[config.mk]
export PLATFORM = sky130hd
export DESIGN_NAME = sxs_unit
export DESIGN_NICKNAME = d
export VERILOG_FILES = /design/src/design/sxs_pkg.sv /design/src/design/sxs_unit.sv
export VERILOG_INCLUDE_DIRS = /design/src /design/src/design
export SDC_FILE = /design/constraint.sdc
export NUM_CORES = 1
export LEC_CHECK = 0
export BUFFER_PORTS_ARGS = -buffer_cell sky130_fd_sc_hd__buf_4
export CORE_MARGIN = 5
export CORE_UTILIZATION = 40
export DETAILED_ROUTE_END_ITERATION = 6
export PLACE_DENSITY = 0.69
export RECOVER_POWER = 100
export SYNTH_ARGS = -nofsm -noshare
export SYNTH_HDL_FRONTEND = slang
export SYNTH_SLANG_ARGS = --single-unit
[constraint.sdc]
create_clock -name mclk -period 3.5 [get_ports mclk]
set_input_delay 0.525 -clock mclk [delete_from_list [all_inputs] [get_ports mclk]]
set_output_delay 0.525 -clock mclk [all_outputs]
set_load 0.05 [all_outputs]
[src/design/sxs_defines.svh]
// Constants for the shift, exchange and stack operation unit.
// Assumes a core sequencer that issues one operation at a time.
// Function
// - Left logical shift: zero into bit 0, bits up, old MSB to carry.
// - Right arithmetic shift: MSB kept, bits down, old bit 0 to carry.
// - Right logical shift: zero into MSB, bits down, old bit 0 to carry.
// - Nibble swap exchanges accumulator halves; 1 byte, 2 states both modes.
// - Left shift of byte or word: 3 bytes 2 states binary, 2 bytes 1 state source.
// - Right shifts: 3 bytes 2 states binary, 2 bytes 1 state source.
// - Direct exchange 2 bytes 3 states; register exchange 1/3 binary, 2/4 source.
// - Indirect exchange: 1 byte 4 states binary, 2 bytes 5 states source.
// - Low nibble exchange, 256-byte indirect space; 1/4 binary, 2/5 source.
// - Push direct byte: 2 bytes and 2 states in both modes.
// - Push 8-bit immediate: 4 bytes 4 states binary, 3 bytes 3 states source.
// - Push 16-bit immediate: 5 bytes 5 states binary, 4 bytes 5 states source.
// - Push byte register: 3 bytes 4 states binary, 2 bytes 3 states source.
// - Push word register: 3 bytes 5 states binary, 2 bytes 4 states source.
// - Push dword register: 3 bytes 9 states binary, 2 bytes 8 states source.
// - Pop to direct location: 2 bytes and 3 states in both modes.
// - Pop byte register: 3 bytes 3 states binary, 2 bytes 2 states source.
// - Pop word register: 3 bytes 5 states binary, 2 bytes 4 states source.
// - Pop dword register: 3 bytes 9 states binary, 2 bytes 8 states source.
// - Direct push or pop adds 1 state for I/O port, 2 for peripheral.
// - Direct exchange adds 2 states for I/O port, 3 for peripheral.
`ifndef SXS_DEFINES_SVH
`define SXS_DEFINES_SVH
`define SXS_IO_ADD_PP 4'h1
`define SXS_PER_ADD_PP 4'h2
`define SXS_IO_ADD_XCH 4'h2
`define SXS_PER_ADD_XCH 4'h3
`endif

[src/design/sxs_pkg.sv]
// Types for the shift, exchange and stack operation unit.
// Assumes sxs_defines.svh is compiled alongside.
package sxs_pkg;
   typedef enum logic [4:0] {
      SXS_SLL_B, SXS_SLL_W, SXS_SRA_B, SXS_SRA_W, SXS_SRL_B, SXS_SRL_W, SXS_SWAP,
      SXS_XCH_RN, SXS_XCH_DIR, SXS_XCH_IND, SXS_ACC_LOW_NIBBLE_EXCHANGE_IND,
      SXS_PUSH_DIR, SXS_PUSH_IMM8, SXS_PUSH_IMM16, SXS_PUSH_RM, SXS_PUSH_WR, SXS_PUSH_DR,
      SXS_POP_DIR, SXS_POP_RM, SXS_POP_WR, SXS_POP_DR
   } sxs_op_type;
   typedef enum logic [1:0] {SXS_LOC_RAM, SXS_LOC_IO, SXS_LOC_PER} sxs_loc_type;
   typedef struct packed {
      sxs_op_type op;
      logic source_mode;
      sxs_loc_type loc;
      logic [15:0] operand;
      logic [7:0] accumulator;
      logic [7:0] mem_byte;
   } sxs_req_type;
   typedef struct packed {
      logic [15:0] result;
      logic [7:0] accumulator;
      logic [7:0] mem_byte;
      logic carry_flag;
      logic carry_valid;
      logic [2:0] length;
      logic [3:0] states;
   } sxs_rsp_type;
endpackage : sxs_pkg

[src/design/sxs_unit.sv]
// Shift, exchange and stack operation unit: computes data results and
// occupies the issue slot for the documented number of states.
// Assumes one state per mclk and a sequencer that waits for done.
`include "sxs_defines.svh"
module sxs_unit import sxs_pkg::*; (
   input wire logic mclk,
   input wire logic rstn,
   input wire logic start,
   input wire sxs_req_type req,
   output logic busy,
   output logic done,
   output sxs_rsp_type rsp
);
   ////////////////////////////////////////////////////////////////
   // Timing table
   logic [2:0] len_w;
   logic [3:0] base_w;
   logic [3:0] add_w;
   logic m;
   assign m = req.source_mode;
   always_comb begin
      len_w = 3'h0;
      base_w = 4'h1;
      unique case (req.op)
         SXS_SLL_B, SXS_SLL_W: begin
            len_w = m ? 3'h2 : 3'h3;
            base_w = m ? 4'h1 : 4'h2;
         end
         SXS_SRA_B, SXS_SRA_W, SXS_SRL_B, SXS_SRL_W: begin
            len_w = m ? 3'h2 : 3'h3;
            base_w = m ? 4'h1 : 4'h2;
         end
         SXS_SWAP: begin
            len_w = 3'h1;
            base_w = 4'h2;
         end
         SXS_XCH_RN: begin
            len_w = m ? 3'h2 : 3'h1;
            base_w = m ? 4'h4 : 4'h3;
         end
         SXS_XCH_DIR: begin
            len_w = 3'h2;
            base_w = 4'h3;
         end
         SXS_XCH_IND: begin
            len_w = m ? 3'h2 : 3'h1;
            base_w = m ? 4'h5 : 4'h4;
         end
         SXS_ACC_LOW_NIBBLE_EXCHANGE_IND: begin
            len_w = m ? 3'h2 : 3'h1;
            base_w = m ? 4'h5 : 4'h4;
         end
         SXS_PUSH_DIR: begin
            len_w = 3'h2;
            base_w = 4'h2;
         end
         SXS_PUSH_IMM8: begin
            len_w = m ? 3'h3 : 3'h4;
            base_w = m ? 4'h3 : 4'h4;
         end
         SXS_PUSH_IMM16: begin
            len_w = m ? 3'h4 : 3'h5;
            base_w = 4'h5;
         end
         SXS_PUSH_RM: begin
            len_w = m ? 3'h2 : 3'h3;
            base_w = m ? 4'h3 : 4'h4;
         end
         SXS_PUSH_WR: begin
            len_w = m ? 3'h2 : 3'h3;
            base_w = m ? 4'h4 : 4'h5;
         end
         SXS_PUSH_DR: begin
            len_w = m ? 3'h2 : 3'h3;
            base_w = m ? 4'h8 : 4'h9;
         end
         SXS_POP_DIR: begin
            len_w = 3'h2;
            base_w = 4'h3;
         end
         SXS_POP_RM: begin
            len_w = m ? 3'h2 : 3'h3;
            base_w = m ? 4'h2 : 4'h3;
         end
         SXS_POP_WR: begin
            len_w = m ? 3'h2 : 3'h3;
            base_w = m ? 4'h4 : 4'h5;
         end
         SXS_POP_DR: begin
            len_w = m ? 3'h2 : 3'h3;
            base_w = m ? 4'h8 : 4'h9;
         end
         default: begin
            len_w = 3'h0;
            base_w = 4'h1;
         end
      endcase
   end
   logic is_pp_dir;
   logic is_xch_dir;
   assign is_pp_dir = (req.op == SXS_PUSH_DIR) || (req.op == SXS_POP_DIR);
   assign is_xch_dir = (req.op == SXS_XCH_DIR);
   assign add_w = (req.loc == SXS_LOC_IO) ?
                  (is_pp_dir ? `SXS_IO_ADD_PP : (is_xch_dir ? `SXS_IO_ADD_XCH : 4'h0)) :
                  (req.loc == SXS_LOC_PER) ?
                  (is_pp_dir ? `SXS_PER_ADD_PP : (is_xch_dir ? `SXS_PER_ADD_XCH : 4'h0)) : 4'h0;
   logic [3:0] states_w;
   assign states_w = base_w + add_w;

   ////////////////////////////////////////////////////////////////
   // Data path
   logic [15:0] d;
   logic [7:0] a;
   logic [7:0] mb;
   assign d = req.operand;
   assign a = req.accumulator;
   assign mb = req.mem_byte;
   logic [15:0] res_w;
   logic [7:0] acc_w;
   logic [7:0] mem_w;
   logic cy_w;
   logic cyv_w;
   always_comb begin
      res_w = d;
      acc_w = a;
      mem_w = mb;
      cy_w = 1'b0;
      cyv_w = 1'b0;
      unique case (req.op)
         SXS_SLL_B: begin
            res_w = {8'h00, d[6:0], 1'b0};
            cy_w = d[7];
            cyv_w = 1'b1;
         end
         SXS_SLL_W: begin
            res_w = {d[14:0], 1'b0};
            cy_w = d[15];
            cyv_w = 1'b1;
         end
         SXS_SRA_B: begin
            res_w = {8'h00, d[7], d[7:1]};
            cy_w = d[0];
            cyv_w = 1'b1;
         end
         SXS_SRA_W: begin
            res_w = {d[15], d[15:1]};
            cy_w = d[0];
            cyv_w = 1'b1;
         end
         SXS_SRL_B: begin
            res_w = {8'h00, 1'b0, d[7:1]};
            cy_w = d[0];
            cyv_w = 1'b1;
         end
         SXS_SRL_W: begin
            res_w = {1'b0, d[15:1]};
            cy_w = d[0];
            cyv_w = 1'b1;
         end
         SXS_SWAP: acc_w = {a[3:0], a[7:4]};
         SXS_XCH_RN, SXS_XCH_DIR, SXS_XCH_IND: begin
            acc_w = mb;
            mem_w = a;
         end
         SXS_ACC_LOW_NIBBLE_EXCHANGE_IND: begin
            acc_w = {a[7:4], mb[3:0]};
            mem_w = {mb[7:4], a[3:0]};
         end
         default: res_w = d;
      endcase
   end

   ////////////////////////////////////////////////////////////////
   // Sequencing
   logic [3:0] cnt_q;
   logic [3:0] cnt_d;
   logic busy_q;
   logic done_q;
   sxs_rsp_type rsp_q;
   logic take;
   assign take = start && !busy_q;
   assign cnt_d = take ? states_w - 4'h1 : (cnt_q != 4'h0 ? cnt_q - 4'h1 : 4'h0);
   always_ff @(posedge mclk) begin
      if (!rstn) begin
         cnt_q <= 4'h0;
         busy_q <= 1'b0;
         done_q <= 1'b0;
         rsp_q <= '0;
      end else begin
         cnt_q <= cnt_d;
         busy_q <= take ? 1'b1 : (busy_q && cnt_q != 4'h0);
         done_q <= take ? (states_w == 4'h1) : (busy_q && cnt_q == 4'h1);
         if (take) begin
            rsp_q <= '{res_w, acc_w, mem_w, cy_w, cyv_w, len_w, states_w};
         end
      end
   end
   assign busy = busy_q;
   assign done = done_q;
   assign rsp = rsp_q;
endmodule : sxs_unit

==> reports/metrics.yaml, run 1 <==
run_status:
  status: "finished with violations"
  violations: "max-capacitance violations"
detailed_routing:
  postRouteWirelength_um: 8538
  routedWlPerCell_um: 16.51
  postRouteAntennaNets: 0
  drt_pass1_iterations: 6
  drc_errors: 0
  routed-via-count: 2990
  vias_per_cell: 5.783
  drt-initial-drc-count: 324
sta:
  max_freq_ghz: 0.3218
  slew_headroom_pct: 1.347
  hold_violations: 0
  fin_crit_ns: 3.108
  fin_tns_setup_ns: 0
  finClkSkew_ns: 0.002112
  setup_viol: 0
  final_max_slew_viol_count: 0
  worst_pin_slew_ns: 1.466
  min_period_over_period_pct: 88.79
  rsz0062_at_grt: "no"
synth:
  ys.flop_type: "dfxtp_1"
  yosysSeqAreaShare_pct: 32.58
  synth.avg_cell_area_sq_um: 8.181
  post_synth_num_cell_types: 61
  ys_warn_count: 0
  ys_async_sr_fraction_pct: 0
  synth_seq_cells: 47
  synth_area_sq_um: 2888
  synth_edf_count: 0
  synthCells: 353
  syn_nets: 401
cts:
  post_cts.repair.setup_buffers: 0
  clk_pin_slew_ns: 0.09
  htree_levels: 2
  cts_buffers: 5
  cts_hold_buffers: 0
  clock_path_buffers: 2
  ctsResizeCount: 0
  cts_root_buf: "clkbuf_8"
  cts_tree: "built"
  clock_sinks: 47
  clk_latency_ns: 0.30
global_route:
  grt_util_all_layers_pct: 18.86
  antenna_found_initial: 0
  grt-ovfl-total: 0
  grt_max_degree: 60
  grt_pass1_vias: 2887
  grt_pass1_wl_um: 13770
place:
  gp_congestion: 0.9003
  io_buffer_count: 85
  dp_hpwl_um: 6255
cells_and_area:
  nets: 465
  antenna_cells: 0
  postLayoutCoreUtil_pct: 48.09
  syn_to_final_growth_pct: 18.85
  drive_above_1_share_pct: 15.79
floorplanning:
  die_h_um: 94.97
  dieWidth_um: 94.97
  dieArea_sq_um: 9018
  core_sq_um: 7137
  start_util_pct: 40.46
  row_count: 31
  io_pins: 86
worst_setup_path:
  critical_path.endpoint_type: "flip-flop"
  crit_arrival_ns: 3.30
  critPathRequiredTime_ns: 3.70
  timing.setup.critical_path_class: "input pin to flip-flop"
  cp-start-kind: "input pin"
  crit_fanout: 22
pwr:
  cellPowerDensity_nw_per_um2: 429.5
  leakage_nw: 1.252
  ir_drop_mv: 0.1747
flow_run:
  max-cap-violations: 1
hold_path:
  min_path_type: "flip-flop to flip-flop"
## logic make-up after synthesis
kind of cell | share of synthesized area, %
compound gates | 30.98
simple gates | 21.62
flops | 32.58
buf+inv | 6.802
mux | 4.983
fa+ha+maj | 2.426
xor+xnor | 0.6067
## routing by layer
layer  GRT usage [%]  wire length [um]
met1           25.23              3817
met5               0                 0
met2           30.48              3948
met4           4.087                97
met3           4.940               674
## worst max-delay path, cell delays in order
cell      delay [ns]
buf_4           0.19
nand2b_1        0.23
mux2_2          0.29
nor2_1          0.18
a22oi_1         0.15
nor2_1          0.13
ha_1            0.18
inv_1           0.06
fa_1            0.58
nand2b_1        0.12
and2_0          0.19
a211oi_1        0.24
a31oi_1         0.10
a21boi_1        0.13
## worst paths after layout
path | startpoint | to | slack [ns] | cells past startpoint
setup / recovery | req[38] | cnt_q[3]$_SDFF_PN0_ | 0.39 | 14
hold / removal | rsp[0]$_SDFFE_PN0P_ | rsp[0]$_SDFFE_PN0P_ | 0.46 | 2
setup reg to reg | busy$_SDFF_PN0_ | cnt_q[3]$_SDFF_PN0_ | 1.63 | 5
hold reg to reg | rsp[0]$_SDFFE_PN0P_ | rsp[0]$_SDFFE_PN0P_ | 0.46 | 2
## report_power, final
group / total [mW] / switching [mW] / leakage (nW) / internal (mW)
combinational: 0.459 / 0.327 / 0.805 / 0.131
clock: 0.405 / 0.193 / 0.0581 / 0.213
sequential: 0.610 / 0.0291 / 0.388 / 0.581
## cells in the mapped netlist, drive strengths merged (4+ instances only)
cell type / n / share of area [%]
nand4: 4 / 0.87
clkbuf: 15 / 1.9
a21o: 5 / 1.3
a222oi: 6 / 2.1
nand2b: 4 / 0.87
nor3: 24 / 4.5
a211oi: 13 / 3.4
nand2: 27 / 3.5
o21ai: 40 / 6.9
dfxtp: 47 / 33
nor2b: 5 / 1.1
a221oi: 16 / 4.9
nor4: 4 / 2.1
buf: 15 / 3.8
mux2i: 11 / 3.8
inv: 7 / 0.91
nand3: 7 / 1.8
nor3b: 4 / 1.0
nor2: 24 / 3.2
a21oi: 32 / 6.3
ha: 4 / 1.7
## sequential cells by signal, summed over array words and instances (netlist names)
| register | flops |
|---|---|
| rsp | 41 |
| busy | 1 |
| done | 1 |
| cnt_q | 4 |
## layout make-up
type / count / area [sq um]
fill: 761 / 3705
inverter: 8 / 30.03
clock inverter: 3 / 43.79
sequential: 47 / 940.9
tap: 99 / 123.9
clock buffer: 5 / 68.82
timing repair buffer: 87 / 488.0
multi-input combinational: 268 / 1737
## cells in the final DEF (no fill, tap or decap), types with 5 or more instances in the layout
cell type | netlist | layout
nor3_1 | 22 | 22
a21oi_1 | 30 | 30
buf_4 | 1 | 43
inv_1 | 5 | 5
a221oi_1 | 16 | 16
nand2_1 | 27 | 27
dfxtp_1 | 47 | 47
a21o_1 | 5 | 5
o21ai_0 | 38 | 39
nand3_1 | 5 | 5
nor2_1 | 23 | 23
a222oi_1 | 6 | 6
a211oi_1 | 13 | 13
clkbuf_1 | 15 | 44
clkbuf_8 | 0 | 5
mux2i_1 | 11 | 11
## through the flow
step           std cells  hold slack (ns)  cell area, sq um  setup WS [ns]  power, mW
2_1_floorplan        353           0.5699              2888         0.4935     0.9610
3_3_place_gp         509           0.4541              3506         0.3012      1.113
3_5_place_dp         509           0.4568              3506         0.1112      1.118
4_1_cts              517           0.4632              3618         0.4503      1.523
5_1_grt              517           0.4712              3432         0.1616      1.545
6_report             517           0.4642              3432         0.3923      1.474
No activity file was read; power rests on OpenSTA's default activity.
==> run 2: changes to the inputs <==
Settings changed: CORE_ASPECT_RATIO set to 0.7.
==> run 2 against run 1 <==
  * The run still ends with max-capacitance violations left
  * Sequential power barely moved
  * Wire length is 2.1% higher
  * Clock skew rose by 0.0019 ns
  * Global-route usage down 0.15 points
  * Register-to-register slack improved by 0.05 ns
  * Combinational power about the same
  * Design area is 0.26% lower
  * Sequential share of layout area increased by 0.070 points
  * Sequential cell count did not move
  * Critical path type unchanged
==> reports/metrics.yaml, run 2 (synthesized netlist as in run 1, its figures left out) <==
cts:
  clock_path_buffers: 2  # unchanged
  post_cts.repair.setup_buffers: 0  # unchanged
  cts_tree: "built"
  clk_pin_slew_ns: 0.09  # about the same
  cts_hold_buffers: 0  # unchanged
  cts_buffers: 5  # unchanged
  cts_root_buf: "clkbuf_8"
  clock_sinks: 47  # unchanged
  htree_levels: 2  # unchanged
  ctsResizeCount: 0  # unchanged
  clk_latency_ns: 0.30  # about the same
cells_and_area:
  antenna_cells: 0  # unchanged
  mostFrequentLayoutCell: "dfxtp_1"
  syn_to_final_growth_pct: 18.54
  largest_reg_flops: 41  # unchanged
  drive_above_1_share_pct: 15.95  # +0.16 points
  postLayoutCoreUtil_pct: 49.75  # +1.7 points
  nets: 467  # +0.43%
  final_cell_mix: "47 x dfxtp_1, 45 x clkbuf_1, 44 x buf_4"
  fillerInstances: 687  # -9.7%
sta:
  max_freq_ghz: 0.3428  # +6.5%
  min_period_over_period_pct: 83.35  # -5.4 points
  final_max_slew_viol_count: 0  # unchanged
  rsz0062_at_grt: "no"
  setup_viol: 0  # unchanged
  whs_ns: 0.4624  # -0.001740 ns
  hold_violations: 0  # unchanged
  fin_crit_ns: 2.917  # -0.1905 ns
  finClkSkew_ns: 0.004023  # +0.001912 ns
  worst_pin_slew_ns: 1.486  # +0.01981 ns
  fin_tns_setup_ns: 0  # unchanged
  slew_headroom_pct: 0.01392  # -1.3 points
floorplanning:
  die_h_um: 81.09  # -15%
  dieArea_sq_um: 9046  # +0.31%
  row_count: 25  # -19%
  start_util_pct: 41.96  # +1.5 points
  core_sq_um: 6882  # -3.6%
  io_pins: 86  # unchanged
  dieWidth_um: 111.6  # +17%
pwr:
  cellPowerDensity_nw_per_um2: 417.8  # -2.7%
  leakage_nw: 1.247  # -0.38%
  total_power_mw: 1.430  # -3.0%
  ir_drop_mv: 0.2604  # +49%
detailed_routing:
  drc_errors: 0  # unchanged
  vias_per_cell: 5.858  # +1.3%
  routedWlPerCell_um: 16.96  # +2.7%
  drt-initial-drc-count: 281  # -13%
  postRouteWirelength_um: 8718  # +2.1%
  routed-via-count: 3011  # +0.70%
  drt_pass1_iterations: 5  # -1
  postRouteAntennaNets: 0  # unchanged
run_status:
  violations: "max-capacitance violations"
  status: "finished with violations"
global_route:
  grt_pass1_vias: 2778  # -3.8%
  grt_pass1_wl_um: 14040  # +2.0%
  antenna_found_initial: 0  # unchanged
  grt_util_all_layers_pct: 18.70  # -0.15 points
  grt_max_degree: 48  # -20%
  grt-ovfl-total: 0  # unchanged
worst_setup_path:
  critPathRequiredTime_ns: 3.69  # about the same
  crit_fanout: 12  # -45%
  critical_path.endpoint_type: "flip-flop"
  cp-start-kind: "input pin"
  timing.setup.critical_path_class: "input pin to flip-flop"
  crit_arrival_ns: 3.11  # -0.19 ns
place:
  gp_congestion: 0.8992  # -0.12%
  io_buffer_count: 85  # unchanged
  dp_hpwl_um: 6375  # +1.9%
hold_path:
  min_path_type: "flip-flop to flip-flop"
flow_run:
  max-cap-violations: 1  # unchanged
==> run 2: changes by cell type in the layout (fill, tap and decap cells not counted) <==
cell,change
clkbuf_1,+1
clkbuf_8,+1
o21ai_0,+1
bufinv_16,-1
clkinv_2,-1
buf_4,+1
clkinvlp_4,+1
o21ai_1,-1
==> run 2: where the power goes <==
group	switching, mW	internal [mW]	leakage [nW]
logic	0.328	0.132	0.811
clock network	0.197	0.162	0.0474
registers	0.0300	0.581	0.388
==> run 2: area by class of cell <==
cell class	instances	area (sq um)	area share [%]
Multi-Input combinational cell	268	1737	50.73
Sequential cell	47	940.9	27.49
Timing Repair Buffer	89	499.2	14.58
Tap cell	94	117.6	3.436
Clock buffer	6	82.58	2.412
Inverter	8	30.03	0.8772
Clock inverter	2	16.27	0.4751
==> run 2: metrics by stage <==
step | area [sq um] | worst slack (ns) | cells
2_1_floorplan | 2888 | 0.4935 | 353
3_3_place_gp | 3515 | 0.3650 | 506
3_5_place_dp | 3515 | 0.2497 | 506
4_1_cts | 3613 | 0.5753 | 514
5_1_grt | 3423 | 0.3430 | 514
6_report | 3423 | 0.5828 | 514
==> run 2: final timing paths <==
kind	endpoint	from	slack (ns)	cells after the start
hold / removal	rsp[4]$_SDFFE_PN0P_	rsp[4]$_SDFFE_PN0P_	0.46	2
setup reg to reg	cnt_q[3]$_SDFF_PN0_	busy$_SDFF_PN0_	1.68	5
setup / recovery	cnt_q[3]$_SDFF_PN0_	req[39]	0.58	14
hold reg to reg	rsp[4]$_SDFFE_PN0P_	rsp[4]$_SDFFE_PN0P_	0.46	2
==> run 2: critical path, stage by stage <==
cell	delay (ns)
buf_4	0.16
nand2b_1	0.18
mux2_2	0.27
nor2_1	0.18
a22oi_1	0.12
nor2_1	0.12
ha_1	0.18
inv_1	0.06
fa_1	0.58
nand2b_1	0.11
and2_0	0.17
a211oi_1	0.23
a31oi_1	0.10
a21boi_1	0.13
==> run 2: metal layers <==
layer | GRT usage, % | wire, um
met1 | 27.00 | 4098
met2 | 28.58 | 3762
met3 | 4.989 | 823
met4 | 2.916 | 34
met5 | 0 | 0
